[config.mk]
export PLATFORM = sky130hd
export DESIGN_NAME = pcr_top
export DESIGN_NICKNAME = d
export VERILOG_FILES = /design/src/pcr_pkg.sv /design/src/pcr_ch_if.sv /design/src/pcr_channel.sv /design/src/pcr_snapshot.sv /design/src/pcr_top.sv
export SDC_FILE = /design/constraint.sdc
export NUM_CORES = 1
export LEC_CHECK = 0
export ABC_AREA = 1
export ABC_CLOCK_PERIOD_IN_PS = 22500
export BUFFER_PORTS_ARGS = -buffer_cell sky130_fd_sc_hd__buf_2
export CORE_ASPECT_RATIO = 1.75
export CORE_UTILIZATION = 45
export CTS_CLUSTER_SIZE = 24
export DETAILED_ROUTE_END_ITERATION = 8
export GPL_ROUTABILITY_DRIVEN = 0
export PLACE_DENSITY = 0.68
export RECOVER_POWER = 50
export SLEW_MARGIN = 15
export SYNTH_ARGS = -nofsm -noshare
export SYNTH_HDL_FRONTEND = slang
export SYNTH_SLANG_ARGS = --single-unit
export TNS_END_PERCENT = 50
[constraint.sdc]
create_clock -name core_clk -period 22.5 [get_ports core_clk]
set_input_delay 4.5 -clock core_clk [delete_from_list [all_inputs] [get_ports core_clk]]
set_output_delay 4.5 -clock core_clk [all_outputs]
set_load 0.1 [all_outputs]
[src/pcr_pkg.sv]
// Function
// RULE1 - Counter high byte holds bits 15:8, resets zero.
// RULE2 - High byte reads return snapshot from low read.
// RULE3 - Watchdog lock blocks software writes to high byte.
// RULE4 - Compare low byte holds bits 7:0, six channels.
// RULE5 - Compare high byte holds bits 15:8, resets zero.
// RULE6 - Reload select steers byte addresses to reload values.
// RULE7 - Writing compare low byte clears compare enable.
// RULE8 - Writing compare high byte sets compare enable.
// RULE9 - Compare enable high enables the channel comparator.
// RULE10 - Software writes low byte before high byte.
package pcr_pkg;
  // Number of capture/compare channels with fixed byte addresses.
  localparam int PCR_NUM_CH = 6;
  // Width of one register byte.
  localparam int PCR_BYTE_W = 8;
  // Counter low byte address; a read here loads the high byte snapshot.
  localparam logic [7:0] PCR_CNT_LO_ADDR = 8'hF9;
  // Counter high byte address.
  localparam logic [7:0] PCR_CNT_HI_ADDR = 8'hFA;
  // Compare low byte addresses, channels 0 to 5.
  localparam logic [7:0] PCR_CMP_LO_ADDR [0:5] = '{8'hFB, 8'hE9, 8'hEB, 8'hED, 8'hFD, 8'hD2};
  // Compare high byte addresses, channels 0 to 5.
  localparam logic [7:0] PCR_CMP_HI_ADDR [0:5] = '{8'hFC, 8'hEA, 8'hEC, 8'hEE, 8'hFE, 8'hD3};
  // Reset value of every data byte.
  localparam logic [7:0] PCR_BYTE_RST = 8'h00;
  // Reset value of a compare enable bit.
  localparam logic PCR_EN_RST = 1'h0;
  // Value returned for a read of an address this block does not own.
  localparam logic [7:0] PCR_UNMAPPED_RD = 8'h00;
endpackage : pcr_pkg

[src/pcr_ch_if.sv]
// Write strobes into one compare channel and its stored values back out.
interface pcr_ch_if;
  logic wr_lo; // One-cycle write strobe for the low byte address.
  logic wr_hi; // One-cycle write strobe for the high byte address.
  logic sel; // High when accesses reach the reload value.
  logic [7:0] wdata; // Byte being written.
  logic [15:0] cmp_val; // Stored compare value.
  logic [15:0] rld_val; // Stored reload value.
  logic cmp_en; // Compare function enable.
  modport chan (input wr_lo, input wr_hi, input sel, input wdata,
                output cmp_val, output rld_val, output cmp_en);
  modport ctrl (output wr_lo, output wr_hi, output sel, output wdata,
                input cmp_val, input rld_val, input cmp_en);
endinterface : pcr_ch_if

[src/pcr_channel.sv]
// One capture/compare channel: compare value, reload value and enable bit.
module pcr_channel (
  input wire logic core_clk,
  input wire logic rst,
  pcr_ch_if.chan ch
);
  import pcr_pkg::*;

  logic [15:0] cmp_ff; // Compare value.
  logic [15:0] rld_ff; // Auto-reload value for short PWM.
  logic en_ff; // Compare function enable.
  logic [15:0] nxt_cmp;
  logic [15:0] nxt_rld;
  logic nxt_en;

  // Next values: the select bit picks which 16-bit word a byte write lands in.
  always_comb begin
    nxt_cmp = cmp_ff;
    nxt_rld = rld_ff;
    nxt_en = en_ff;
    if (ch.wr_lo) begin
      if (ch.sel) begin
        nxt_rld[7:0] = ch.wdata; // RULE6
      end else begin
        nxt_cmp[7:0] = ch.wdata; // RULE4
      end
      nxt_en = 1'h0; // RULE7
    end
    if (ch.wr_hi) begin
      if (ch.sel) begin
        nxt_rld[15:8] = ch.wdata; // RULE6
      end else begin
        nxt_cmp[15:8] = ch.wdata; // RULE5
      end
      nxt_en = 1'h1; // RULE8
    end
  end

  // Registers, all cleared by reset.
  always_ff @(posedge core_clk or posedge rst) begin
    if (rst) begin
      cmp_ff <= {PCR_BYTE_RST, PCR_BYTE_RST};
      rld_ff <= {PCR_BYTE_RST, PCR_BYTE_RST};
      en_ff <= PCR_EN_RST;
    end else begin
      cmp_ff <= nxt_cmp;
      rld_ff <= nxt_rld;
      en_ff <= nxt_en;
    end
  end

  assign ch.cmp_val = cmp_ff;
  assign ch.rld_val = rld_ff;
  assign ch.cmp_en = en_ff;
endmodule : pcr_channel

[src/pcr_snapshot.sv]
// Live counter high byte and the snapshot that software reads.
module pcr_snapshot (
  input wire logic core_clk,
  input wire logic rst,
  input wire logic sw_wr,
  input wire logic lock,
  input wire logic [7:0] wdata,
  input wire logic carry,
  input wire logic low_rd,
  output logic [7:0] hi_live,
  output logic [7:0] hi_snap
);
  import pcr_pkg::*;

  logic [7:0] live_ff; // Bits 15:8 of the counter.
  logic [7:0] snap_ff; // Copy taken when the low byte is read.
  logic [7:0] nxt_live;
  logic [7:0] nxt_snap;

  // A software write beats a carry in the same cycle; the lock drops writes.
  always_comb begin
    nxt_live = live_ff;
    nxt_snap = snap_ff;
    if (sw_wr && !lock) begin
      nxt_live = wdata; // RULE1
    end else if (carry) begin
      nxt_live = live_ff + 8'h01; // RULE1
    end
    if (low_rd) begin
      nxt_snap = live_ff; // RULE2
    end
  end

  // Both bytes clear on reset.
  always_ff @(posedge core_clk or posedge rst) begin
    if (rst) begin
      live_ff <= PCR_BYTE_RST; // RULE1
      snap_ff <= PCR_BYTE_RST;
    end else begin
      live_ff <= nxt_live;
      snap_ff <= nxt_snap;
    end
  end

  assign hi_live = live_ff;
  assign hi_snap = snap_ff;
endmodule : pcr_snapshot

[src/pcr_top.sv]
// Register access for the counter array: counter high byte with snapshot,
// and six compare channels reachable over the special function register bus.
module pcr_top #(
  parameter int NUM_CH = pcr_pkg::PCR_NUM_CH
) (
  input wire logic core_clk,
  input wire logic rst,
  input wire logic [7:0] sfr_addr,
  input wire logic sfr_wr,
  input wire logic sfr_rd,
  input wire logic [7:0] sfr_wdata,
  output logic [7:0] sfr_rdata,
  input wire logic [7:0] counter_low_byte,
  input wire logic counter_carry,
  input wire logic watchdog_lock_enable,
  input wire logic reload_access_select,
  output logic [7:0] counter_high_byte,
  output logic [pcr_pkg::PCR_NUM_CH*16-1:0] compare_value,
  output logic [pcr_pkg::PCR_NUM_CH*16-1:0] reload_value,
  output logic [pcr_pkg::PCR_NUM_CH-1:0] compare_function_enable
);
  import pcr_pkg::*;

  // The address map is fixed at six channels, so no other count is served.
  if (NUM_CH != PCR_NUM_CH) begin : g_bad_count
    $error("pcr_top serves exactly six channels");
  end

  logic [7:0] rdata_ff; // Registered read data.
  logic [7:0] nxt_rdata;
  logic [7:0] hi_snap; // Snapshot byte from the counter module.
  logic [7:0] hi_live; // Live high byte from the counter module.
  logic [PCR_NUM_CH-1:0] lo_hit; // Address matches a compare low byte.
  logic [PCR_NUM_CH-1:0] hi_hit; // Address matches a compare high byte.
  logic [15:0] cmp_w [0:PCR_NUM_CH-1]; // Per-channel compare values.
  logic [15:0] rld_w [0:PCR_NUM_CH-1]; // Per-channel reload values.
  logic cnt_lo_rd; // Software reads the counter low byte.
  logic cnt_hi_wr; // Software writes the counter high byte.

  // Strobes for the counter bytes.
  assign cnt_lo_rd = sfr_rd && (sfr_addr == PCR_CNT_LO_ADDR); // RULE2
  assign cnt_hi_wr = sfr_wr && (sfr_addr == PCR_CNT_HI_ADDR);

  // Live high byte and its snapshot; the lock input guards the write.
  pcr_snapshot u_snap (
    .core_clk(core_clk),
    .rst(rst),
    .sw_wr(cnt_hi_wr),
    .lock(watchdog_lock_enable), // RULE3
    .wdata(sfr_wdata),
    .carry(counter_carry),
    .low_rd(cnt_lo_rd),
    .hi_live(hi_live),
    .hi_snap(hi_snap)
  );

  pcr_ch_if ch_if [0:PCR_NUM_CH-1] ();

  // One channel instance per compare module, with its own address decode.
  for (genvar i = 0; i < PCR_NUM_CH; i++) begin : g_ch
    // Decode the two byte addresses of this channel.
    assign lo_hit[i] = (sfr_addr == PCR_CMP_LO_ADDR[i]);
    assign hi_hit[i] = (sfr_addr == PCR_CMP_HI_ADDR[i]);
    // Drive the channel's write side.
    assign ch_if[i].wr_lo = sfr_wr && lo_hit[i]; // RULE7
    assign ch_if[i].wr_hi = sfr_wr && hi_hit[i]; // RULE8
    assign ch_if[i].sel = reload_access_select; // RULE6
    assign ch_if[i].wdata = sfr_wdata;
    // Bring stored values back for reads and outputs.
    assign cmp_w[i] = ch_if[i].cmp_val;
    assign rld_w[i] = ch_if[i].rld_val;
    assign compare_value[i*16 +: 16] = ch_if[i].cmp_val;
    assign reload_value[i*16 +: 16] = ch_if[i].rld_val;
    // The enable goes out to the comparator of this channel.
    assign compare_function_enable[i] = ch_if[i].cmp_en; // RULE9
    pcr_channel u_ch (
      .core_clk(core_clk),
      .rst(rst),
      .ch(ch_if[i])
    );
  end

  // Read multiplexer; the answer stands from the edge after the read strobe
  // until the next read strobe.
  always_comb begin
    nxt_rdata = rdata_ff;
    if (sfr_rd) begin
      nxt_rdata = PCR_UNMAPPED_RD;
      if (sfr_addr == PCR_CNT_LO_ADDR) begin
        nxt_rdata = counter_low_byte;
      end else if (sfr_addr == PCR_CNT_HI_ADDR) begin
        nxt_rdata = hi_snap; // RULE2
      end else begin
        for (int k = 0; k < PCR_NUM_CH; k++) begin
          if (lo_hit[k]) begin
            nxt_rdata = reload_access_select ? rld_w[k][7:0] : cmp_w[k][7:0]; // RULE6
          end else if (hi_hit[k]) begin
            nxt_rdata = reload_access_select ? rld_w[k][15:8] : cmp_w[k][15:8]; // RULE6
          end
        end
      end
    end
  end

  // Read data register.
  always_ff @(posedge core_clk or posedge rst) begin
    if (rst) begin
      rdata_ff <= PCR_UNMAPPED_RD;
    end else begin
      rdata_ff <= nxt_rdata;
    end
  end

  assign sfr_rdata = rdata_ff;
  assign counter_high_byte = hi_live; // RULE1

  // Per-channel checks, one copy for each compare module.
  for (genvar j = 0; j < PCR_NUM_CH; j++) begin : g_ch_chk

  end
endmodule : pcr_top

; After elaboration in Yosys (flattened, before gate mapping)
; Cells that the tools add are included.
[totals]
reg_bits = 222
input_bits = 31
output_inout_bits = 214
elab_cells = 136
[op_classes]
add_sub_neg = 1
n_eq_ne = 14
n_mux = 40
bitwise = 1
reduce_logical = 47
[ops]
columns = cell, n
row1 = 2-to-1 mux 8 bit, 28
row2 = "== test 8 bit, second input constant", 14
row3 = AND reduction 2 bit, 24
row4 = logical AND 1 bit, 15
row5 = nonzero test 2 bit, 7
row6 = 2-to-1 mux 1 bit, 12
row7 = "adder 8 x 1 -> 8 bit, second input constant", 1
row8 = logical NOT 1 bit, 1
row9 = NOT 1 bit, 1

; Longest topological paths before layout
; Gate-level depths: netlist of the first run.
[depth]
word_depth = 15
ltp_mapped = 15
depth_no_buf = 13

; Hierarchy
; A second synthesis of the first run with hierarchy kept.
[hier_totals]
cells_unflattened = 1531
hier_area_um2 = 11755.0
[modules_own_cells]
columns = module, instances, cells_per_inst, area_each_um2, seq_area_each_um2
row1 = pcr_channel, 6, 144, 1366.3, 825.8
row2 = pcr_top, 1, 564, 2720.1, 200.2
row3 = pcr_snapshot, 1, 103, 837.1, 400.4

; Worst setup path before layout of the first run
; Ideal clock, no wire load.
[synth_path]
path_type = input to register
startpoint = in reload_access_select
endpoint = reg rdata_ff[2] (netlist: sfr_rdata[2])
setup_time_ns = 0.120
arrival_time_ns = 5.653
t_required_ns = 22.380
slack_ns = 16.727
path_stages = 13
path_buffers = 2
path_cell_list = buf_4 > buf_6 > or2_2 > o21ai_0 > nor2_1 > nor2_1 > nand4_1 > nand2_1 > nand4_1 > nand2_1 > nand3_1 > nand2_1 > nand2_1
[synth_between]
elab_chain_len = 15
elab_cells_between_ends = 26
cone_classes = 26 x mux
[synth_rtl]
columns = item, line
row1 = from (decl), pcr_top.sv:16  ; input wire logic reload_access_select,
row2 = 2-to-1 mux 8 bit, pcr_top.sv:98  ; nxt_rdata = reload_access_select ? rld_w[k][15:8] : cmp_w[k][15:8];
row3 = 2-to-1 mux 8 bit, pcr_top.sv:97  ; end else if (hi_hit[k]) begin
row4 = 2-to-1 mux 8 bit, pcr_top.sv:95  ; if (lo_hit[k]) begin
row5 = 2-to-1 mux 8 bit, pcr_top.sv:97
row6 = 2-to-1 mux 8 bit, pcr_top.sv:95
row7 = 2-to-1 mux 8 bit, pcr_top.sv:97
row8 = 2-to-1 mux 8 bit, pcr_top.sv:95
row9 = 2-to-1 mux 8 bit, pcr_top.sv:97
row10 = 2-to-1 mux 8 bit, pcr_top.sv:95
row11 = 2-to-1 mux 8 bit, pcr_top.sv:97
row12 = 2-to-1 mux 8 bit, pcr_top.sv:95
row13 = 2-to-1 mux 8 bit, pcr_top.sv:97
row14 = 2-to-1 mux 8 bit *, pcr_top.sv:95
row15 = 2-to-1 mux 8 bit *, pcr_top.sv:91  ; end else if (sfr_addr == PCR_CNT_HI_ADDR) begin
row16 = 2-to-1 mux 8 bit *, pcr_top.sv:89  ; if (sfr_addr == PCR_CNT_LO_ADDR) begin
row17 = to (signal assigned), pcr_top.sv:110  ; rdata_ff <= nxt_rdata;
row18 = to (decl), pcr_top.sv:29  ; logic [7:0] rdata_ff;
; Every way passes the cells marked *; elsewhere a longest branch is shown, timed or not.
; A chain may end at the register's enable or synchronous reset.

==> results of run 1 <==
metal layers:
metal	GRT usage, %	vias up	share of wire [%]
li1	-	4663	-
met1	35.4	4662	39
met3	4.51	106	6.1
met4	15.1	0	5.2
met2	50.2	412	50
met5	0	-	0
flip-flops by register name, indices dropped and copies added (netlist names):
register,flops
g_ch.u_ch.ch.cmp_en,6
g_ch.u_ch.ch.cmp_val,96
g_ch.u_ch.ch.rld_val,96
sfr_rdata,8
u_snap.hi_live,8
u_snap.hi_snap,8
path summary, 6_finish.rpt:
check / startpoint / end / slack (ps) / depth (start not counted)
min in group asynchronous: rst / g_ch[2].u_ch.ch.rld_val[8] / 5940 / 2
max reg2reg: g_ch[1].u_ch.ch.cmp_val[12] / sfr_rdata[4] / 20720 / 11
min: u_snap.hi_snap[5] / u_snap.hi_snap[5] / 490 / 2
min reg2reg: u_snap.hi_snap[5] / u_snap.hi_snap[5] / 490 / 2
max in group core_clk: sfr_addr[4] / g_ch[1].u_ch.ch.rld_val[1] / 15560 / 8
max: rst / g_ch[3].u_ch.ch.cmp_en / 10730 / 4
kinds of logic after synthesis:
group | count (synthesis) | share of synthesized area [%]
AND/OR/NAND/NOR | 669 | 27.1
AO/OA/AOI/OAI | 270 | 14.0
buffers and inverters | 155 | 6.73
multiplexers | 1 | 0.104
flip-flops | 222 | 51.4
XOR/XNOR | 6 | 0.487
adder cells (fa/ha/maj) | 1 | 0.116
cell type report:
type,instances,area (sq um),area share [%]
clock buffers,30,632,5.03
well taps,304,380,3.03
multi-input cells,947,4490,35.8
inverters,76,292,2.32
repair buffers,250,1150,9.13
clock inverters,6,58.8,0.468
flip-flops and latches,222,5560,44.3
stage by stage:
step / total power, mW / area, sq um / setup slack, ps / hold WS (ps) / util, %
4_1_cts: 1.01 / 12700 / 15850 / 493 / 54.2
3_5_place_dp: 0.647 / 12000 / 15330 / 478 / 51.3
6_report: 1.00 / 12600 / 10730 / 489 / 53.6
3_3_place_gp: 0.645 / 12000 / 15350 / 471 / 51.3
5_1_grt: 1.03 / 12600 / 9220 / 525 / 53.6
2_1_floorplan: 0.605 / 10800 / 11920 / 453 / -
power by group through the flow:
stage | Clock [mW] | Sequential (mW) | Combinational (mW)
floorplan | 0 | 0.546 | 0.0583
global placement | 0 | 0.441 | 0.204
detailed placement | 0 | 0.441 | 0.206
CTS | 0.367 | 0.434 | 0.206
global route | 0.381 | 0.437 | 0.214
finish | 0.364 | 0.435 | 0.203
critical path, cell delays in order:
cell and delay [ps]:
buf_2 100, clkinvlp_2 3410, clkbuf_1 940, clkbuf_1 2510
synth_stat cells, drive strengths merged:
cell / instances
o211ai: 24
buf: 53
nor2: 68
or2: 33
o21ai: 239
ha: 1
nand2: 507
dfrtp: 222
xor2: 6
clkinv: 3
inv: 73
o221ai: 3
nand4: 18
clkbuf: 26
nor4: 2
nor3: 7
a22oi: 1
o22ai: 3
mux2: 1
nand3: 34
==> flow_metrics.env, run 1 <==
export IMPL_min_path_type="reg2reg"
export IMPL_final_nets=1551
export IMPL_pin_count=245
export IMPL_power_switching_uw=350
export IMPL_syn_area_per_cell_sq_um=8.16
export IMPL_p_int_uw=652
export IMPL_yosys_warnings=0
export IMPL_cts_root_buf="clkbuf_16"
export IMPL_final_cell_mix="nand2_1, dfrtp_1, o21ai_0"
export IMPL_coreArea_sq_mm=0.0234
export IMPL_synth_distinct_cells=37
export IMPL_crit_fanout=140
export IMPL_violations="capacitance limit, slew limit"
export IMPL_cp_arrival_ps=11590
export IMPL_drt_iter0_markers=839
export IMPL_io_buffers=244
export IMPL_cts_tree="yes"
export IMPL_syn_inst=1324
export IMPL_synth_seq_cells=222
export IMPL_die_area_sq_mm=0.0246
export IMPL_finalNonFillerCells=1835
export IMPL_setup_viol=0
export IMPL_end_kind="async pin"
export IMPL_antennaDiodeCount=0
export IMPL_fp_dieH_um=207
export IMPL_nFillCells=2322
export IMPL_min_period_ps=11770
export IMPL_cts_setup_buffers=0
export IMPL_mostFrequentLayoutCell="nand2_1"
export IMPL_rsz0062_at_grt="false"
export IMPL_slew_headroom_pct=-314
export IMPL_start_util_pct=46.1
export IMPL_power_leakage_nw=6.46
export IMPL_cts_buffer_depth=3
export IMPL_critPathLaunchType="primary input"
export IMPL_firstDrtPassIters=5
export IMPL_die_x_um=119
export IMPL_cts_made_buffers=22
export IMPL_netlist_area_sq_mm=0.0108
export IMPL_combPwrFrac_pct=20.3
export IMPL_drc=0
export IMPL_drive_above_1_share_pct=18.6
export IMPL_timing_final_crit_share_pct=52.3
export IMPL_hold_viol=0
export IMPL_sw_frac_of_total_pct=34.9
export IMPL_clk_latency_ps=510
export IMPL_grt_pass1_vias=9312
export IMPL_row_count=74
export IMPL_yosys_area_top_type="dfrtp_1"
export IMPL_track_usage_pct=29.2
export IMPL_power_density_mw_per_mm2=79.8
export IMPL_cts_resized=0
export IMPL_antenna_found_initial=0
export IMPL_status="complete, but fails checks"
export IMPL_tightest_slew_ps=6180
export IMPL_ys_seq_area_share_pct=51.4
export IMPL_grt_max_degree=141
export IMPL_routed_wl_um=36200
export IMPL_maxClockFrequency_mhz=85.0
export IMPL_ir_drop_uv=88.9
export IMPL_path_class="in2async"
export IMPL_avgViaCountPerCell=5.36
export IMPL_clock_sinks=222
export IMPL_synth_area_leaders="dfrtp_1, nand2_1, o21ai_0, o21ai_1, inv_1"
export IMPL_drv_cap=2
export IMPL_place_inst=1798
export IMPL_grt_overflow_total=0
export IMPL_synth_top_cell_area_share_pct=51.4
export IMPL_worst_ep_required_time_ps=22330
export IMPL_vias=9843
export IMPL_dp_hpwl_um=25600
export IMPL_area_delta_synth_final_pct=16.3
export IMPL_finClkSkew_ps=15.7
export IMPL_cts_hold_buf=0
export IMPL_syn_nets=1356
export IMPL_ant_nets=0
export IMPL_p_seq_share_pct=43.4
export IMPL_slew_viol_final=207
export IMPL_power_share_clock_pct=36.3
export IMPL_cts_clk_slew_worst_paths_ps=60
export IMPL_grt_pass1_wl_um=54600
export IMPL_cts_max_level=1
export IMPL_tns_ps=0
export IMPL_avgRoutedWirePerCell_um=19.7
Power figures use the tool's default switching activity.
==> run 2: changes to the inputs <==
--- a/config.mk
+++ b/config.mk
@@ -6,7 +6,7 @@
 export NUM_CORES = 1
 export LEC_CHECK = 0
 export ABC_AREA = 1
-export ABC_CLOCK_PERIOD_IN_PS = 22500
+export ABC_CLOCK_PERIOD_IN_PS = 12100
 export BUFFER_PORTS_ARGS = -buffer_cell sky130_fd_sc_hd__buf_2
 export CORE_ASPECT_RATIO = 1.75
 export CORE_UTILIZATION = 45
==> constraint.sdc (replaced) <==
create_clock -name core_clk -period 12.1 [get_ports core_clk]
set_input_delay 2.42 -clock core_clk [delete_from_list [all_inputs] [get_ports core_clk]]
set_output_delay 2.42 -clock core_clk [all_outputs]
set_load 0.1 [all_outputs]
==> run 2 against run 1 <==
  * The run still ends with capacitance limit, slew limit left
  * Non-clock buffer count is 1 lower
  * Combinational power increased by 86%
  * Clock skew shrank 4.9 ps
  * Worst setup slack got worse by 5200 ps
  * Sequential share of layout area shrank 0.44 points
  * Count of clock-buffer cells in the layout did not move
  * Sequential power is 86% higher
  * Global-route usage down 0.10 points
  * Wire length fell by 0.40%
  * Flip-flop and latch count unchanged
  * Cell area grew 1.0%
  * Largest power group unchanged
==> flow_metrics.env, run 2 (synthesized netlist as in run 1, its figures left out) <==
export IMPL_io_buffers=244
export IMPL_slowest_delay_ps=3410
export IMPL_vias=9838
export IMPL_cts_root_buf="clkbuf_16"
export IMPL_nFillCells=2280
export IMPL_place_inst=1798
export IMPL_drv_cap=1
export IMPL_power_leakage_nw=6.55
export IMPL_drt_iter0_markers=696
export IMPL_timing_final_crit_share_pct=54.3
export IMPL_crit_fanout=140
export IMPL_area_delta_synth_final_pct=17.4
export IMPL_finalNonFillerCells=1838
export IMPL_cts_hold_buf=0
export IMPL_cts_max_level=1
export IMPL_finClkSkew_ps=10.8
export IMPL_fp_dieH_um=207
export IMPL_avgViaCountPerCell=5.35
export IMPL_critical_path_top_delay_family="buffers and inverters"
export IMPL_tightest_slew_ps=6190
export IMPL_end_kind="async pin"
export IMPL_die_x_um=119
export IMPL_dp_hpwl_um=25300
export IMPL_slew_viol_final=141
export IMPL_slowest_stage="clkinvlp_2"
export IMPL_ant_nets=0
export IMPL_grt_pass1_wl_um=54400
export IMPL_drc=0
export IMPL_grt_overflow_total=0
export IMPL_status="complete, but fails checks"
export IMPL_violations="capacitance limit, slew limit"
export IMPL_whs_ps=490
export IMPL_grt_max_degree=141
export IMPL_cts_clk_slew_worst_paths_ps=60
export IMPL_routed_wl_um=36100
export IMPL_die_area_sq_mm=0.0246
export IMPL_grt_pass1_vias=9380
export IMPL_critPathLaunchType="primary input"
export IMPL_worst_ep_required_time_ps=11580
export IMPL_drive_above_1_share_pct=19.4
export IMPL_power_density_mw_per_mm2=154
export IMPL_final_nets=1550
export IMPL_path_class="in2async"
export IMPL_cp_arrival_ps=6050
export IMPL_mostFrequentLayoutCell="nand2_1"
export IMPL_avgRoutedWirePerCell_um=19.6
export IMPL_start_util_pct=46.1
export IMPL_setup_viol=0
export IMPL_ir_drop_uv=168
export IMPL_pin_count=245
export IMPL_clk_latency_ps=510
export IMPL_rsz0062_at_grt="false"
export IMPL_tns_ps=0
export IMPL_cts_buffer_depth=3
export IMPL_path_cells="buf_2 > clkinvlp_2"
export IMPL_cts_made_buffers=22
export IMPL_antenna_found_initial=0
export IMPL_clock_sinks=222
export IMPL_firstDrtPassIters=5
export IMPL_maxClockFrequency_mhz=152
export IMPL_final_cell_mix="nand2_1, dfrtp_1, buf_2"
export IMPL_min_path_type="reg2reg"
export IMPL_critPathBufInv=2
export IMPL_cts_resized=0
export IMPL_slew_headroom_pct=-315
export IMPL_cts_setup_buffers=0
export IMPL_cts_tree="yes"
export IMPL_antennaDiodeCount=0
export IMPL_hold_viol=0
export IMPL_row_count=74
export IMPL_min_period_ps=6570
export IMPL_coreArea_sq_mm=0.0234
export IMPL_track_usage_pct=29.1
## run 2: cell types whose count changed in the layout (fill, tap and decap cells not counted)
cell        previous run  this run
inv_1                 67        66
o21ai_1               66        67
clkinvlp_4             0         1
clkbuf_1              98        87
buf_6                  0         1
clkbuf_8               3         5
buf_2                151       158
bufinv_16              1         4
clkinv_1               2         3
o21ai_2               20        19
## run 2: path summary, 6_finish.rpt
| check | from | cells past startpoint | to | slack, ps |
|---|---|---|---|---|
| worst max-delay path | rst | 2 | g_ch[0].u_ch.ch.rld_val[10] | 5530 |
| worst min-delay path | u_snap.hi_snap[2] | 2 | u_snap.hi_snap[2] | 490 |
| worst max register to register | g_ch[1].u_ch.ch.cmp_val[13] | 11 | sfr_rdata[5] | 10360 |
| worst min register to register | u_snap.hi_snap[2] | 2 | u_snap.hi_snap[2] | 490 |
| max in group core_clk | sfr_addr[6] | 10 | sfr_rdata[1] | 7350 |
| min in group asynchronous | rst | 2 | g_ch[2].u_ch.ch.rld_val[9] | 3880 |
## run 2: tightest hold or removal path, cell delays in order (launching register included)
cell and delay, ps:
dfrtp_1 350, nand2_1 50, o21ai_0 60
## run 2: metrics by stage
step	utilization, %	setup slack, ps	instance area (sq um)	total power, mW
CTS	54.7	7550	12800	1.96
floorplan	-	3600	10800	1.12
finish	54.1	5530	12700	1.95
global placement	51.3	7030	12000	1.20
global route	54.1	4610	12700	2.01
detailed placement	51.3	7020	12000	1.20
## run 2: per-layer routing
metal	up-vias	GRT usage, %	routed length [um]	share of wire [%]
met1	4646	36.1	14000	39
met3	91	4.12	2410	6.7
met4	0	14.4	1690	4.7
li1	4674	-	-	-
met2	427	49.7	18000	50
met5	-	0	0	0
## run 2: power breakdown
group	switching, mW	internal (mW)	leakage, nW
clock network	0.302	0.464	0.399
registers	0.0349	0.774	3.04
logic	0.325	0.0531	3.10
## run 2: final cells by class
type	count	area (sq um)	share of cell area, %
multi-input combinational	947	4490	35.4
inverter	76	292	2.30
clock buffer	30	652	5.14
timing repair buffer	249	1160	9.14
tap	304	380	3.00
clock inverter	10	156	1.23
sequential	222	5560	43.8
==> run 3: changes to the inputs <==
--- a/config.mk
+++ b/config.mk
@@ -6,7 +6,7 @@
 export NUM_CORES = 1
 export LEC_CHECK = 0
 export ABC_AREA = 1
-export ABC_CLOCK_PERIOD_IN_PS = 12100
+export ABC_CLOCK_PERIOD_IN_PS = 6100
 export BUFFER_PORTS_ARGS = -buffer_cell sky130_fd_sc_hd__buf_2
 export CORE_ASPECT_RATIO = 1.75
 export CORE_UTILIZATION = 45
==> constraint.sdc (replaced) <==
create_clock -name core_clk -period 6.1 [get_ports core_clk]
set_input_delay 1.22 -clock core_clk [delete_from_list [all_inputs] [get_ports core_clk]]
set_output_delay 1.22 -clock core_clk [all_outputs]
set_load 0.1 [all_outputs]
==> run 3 against run 2 <==
  * The flow still finishes with violations (capacitance limit, slew limit)
  * Register-to-register slack worse by 6200 ps
  * Combinational power is 97% higher
  * Sequential share of layout area is 0.51 points higher
  * Largest power group unchanged
  * Highest routed layer unchanged
==> flow_metrics.env, run 3 (synthesized netlist as in run 1, its figures left out) <==
export IMPL_clk_latency_ps=500
export IMPL_crit_fanout=173
export IMPL_drive_above_1_share_pct=19.0
export IMPL_path_cells="buf_2 > clkinvlp_2 > clkbuf_1 > buf_12"
export IMPL_power_leakage_nw=6.47
export IMPL_violations="capacitance limit, slew limit"
export IMPL_ant_nets=0
export IMPL_clock_sinks=222
export IMPL_slowest_stage="clkbuf_1"
export IMPL_cts_clk_slew_worst_paths_ps=70
export IMPL_hold_viol=0
export IMPL_tns_ps=0
export IMPL_antennaDiodeCount=0
export IMPL_drv_cap=1
export IMPL_drc=0
export IMPL_min_path_type="reg2reg"
export IMPL_fp_dieH_um=207
export IMPL_track_usage_pct=28.5
export IMPL_min_period_ps=3810
export IMPL_pin_count=245
export IMPL_final_nets=1549
export IMPL_mostFrequentLayoutCell="nand2_1"
export IMPL_cts_root_buf="clkbuf_16"
export IMPL_slew_viol_final=50
export IMPL_die_x_um=119
export IMPL_timing_final_crit_share_pct=62.4
export IMPL_path_class="in2async"
export IMPL_cts_hold_buf=0
export IMPL_start_util_pct=46.1
export IMPL_cts_resized=0
export IMPL_final_cell_mix="nand2_1, dfrtp_1, o21ai_0, buf_2, clkbuf_1"
export IMPL_antenna_found_initial=0
export IMPL_maxClockFrequency_mhz=263
export IMPL_die_area_sq_mm=0.0246
export IMPL_critical_path_top_delay_family="buffers and inverters"
export IMPL_firstDrtPassIters=8
export IMPL_cts_tree="yes"
export IMPL_dp_hpwl_um=24600
export IMPL_io_buffers=244
export IMPL_setup_viol=0
export IMPL_end_kind="async pin"
export IMPL_grt_pass1_vias=9436
export IMPL_row_count=74
export IMPL_critPathBufInv=4
export IMPL_tightest_slew_ps=2830
export IMPL_cts_max_level=1
export IMPL_worst_ep_required_time_ps=6570
export IMPL_vias=9768
export IMPL_power_density_mw_per_mm2=290
export IMPL_finalNonFillerCells=1835
export IMPL_cts_made_buffers=21
export IMPL_avgViaCountPerCell=5.32
export IMPL_routed_wl_um=35000
export IMPL_status="complete, but fails checks"
export IMPL_rsz0062_at_grt="false"
export IMPL_cts_setup_buffers=0
export IMPL_grt_pass1_wl_um=53400
export IMPL_ir_drop_uv=380
export IMPL_finClkSkew_ps=8.71
export IMPL_coreArea_sq_mm=0.0234
export IMPL_critPathLaunchType="primary input"
export IMPL_cts_buffer_depth=3
export IMPL_nFillCells=2309
export IMPL_final_util_pct=53.5
export IMPL_cp_arrival_ps=4280
export IMPL_slowest_delay_ps=1980
export IMPL_grt_max_degree=174
export IMPL_grt_overflow_total=0
export IMPL_avgRoutedWirePerCell_um=19.1
export IMPL_slew_headroom_pct=-88.7
export IMPL_place_inst=1798
export IMPL_drt_iter0_markers=823
export IMPL_area_delta_synth_final_pct=16.1
[run 3: final timing paths]
kind,startpoint,end,slack [ps],cells after the start
max in group core_clk,sfr_addr[4],sfr_rdata[5],2420,14
min reg2reg,sfr_rdata[2],sfr_rdata[2],500,2
min in group asynchronous,rst,g_ch[4].u_ch.ch.rld_val[11],1790,3
min,sfr_rdata[2],sfr_rdata[2],500,2
max reg2reg,g_ch[1].u_ch.ch.cmp_val[13],sfr_rdata[5],4190,11
max,rst,g_ch[1].u_ch.ch.cmp_val[11],2290,4
[run 3: stage by stage]
step / hold slack (ps) / worst slack (ps) / instance area, sq um / total power, mW
5_1_grt: 525 / 1810 / 12500 / 3.75
3_3_place_gp: 471 / 2430 / 12000 / 2.38
2_1_floorplan: 453 / 1980 / 10800 / 2.23
6_report: 496 / 2290 / 12500 / 3.64
3_5_place_dp: 465 / 2370 / 12000 / 2.38
4_1_cts: 489 / 2890 / 12700 / 3.67
[run 3: worst reg2reg max path: cells and delay by family, from the launching register on]
family           cells  cell delay [ps]
AND/OR/NAND/NOR     10             1340
flip-flops           1              390
AO/OA/AOI/OAI        1               80
[run 3: layer usage]
| metal | vias up | global-route usage, % | routed length [um] |
|---|---|---|---|
| met5 | - | 0 | 0 |
| met4 | 0 | 14.1 | 1670 |
| met3 | 81 | 4.51 | 2340 |
| met2 | 376 | 49.1 | 17600 |
| met1 | 4661 | 34.7 | 13400 |
| li1 | 4650 | - | - |
[run 3: report_power, final]
part | switching [mW] | internal, mW | leakage, nW | total, mW
Combinational | 0.639 | 0.105 | 3.10 | 0.745
Sequential | 0.0675 | 1.53 | 3.04 | 1.60
Clock | 0.573 | 0.721 | 0.322 | 1.29
[run 3: area by class of cell]
type	count	area [sq um]	area share, %
Multi-Input combinational cell	947	4470	35.7
Tap cell	304	380	3.03
Inverter	76	292	2.33
Clock inverter	5	32.5	0.260
Clock buffer	32	637	5.08
Sequential cell	222	5560	44.3
Timing Repair Buffer	249	1170	9.30
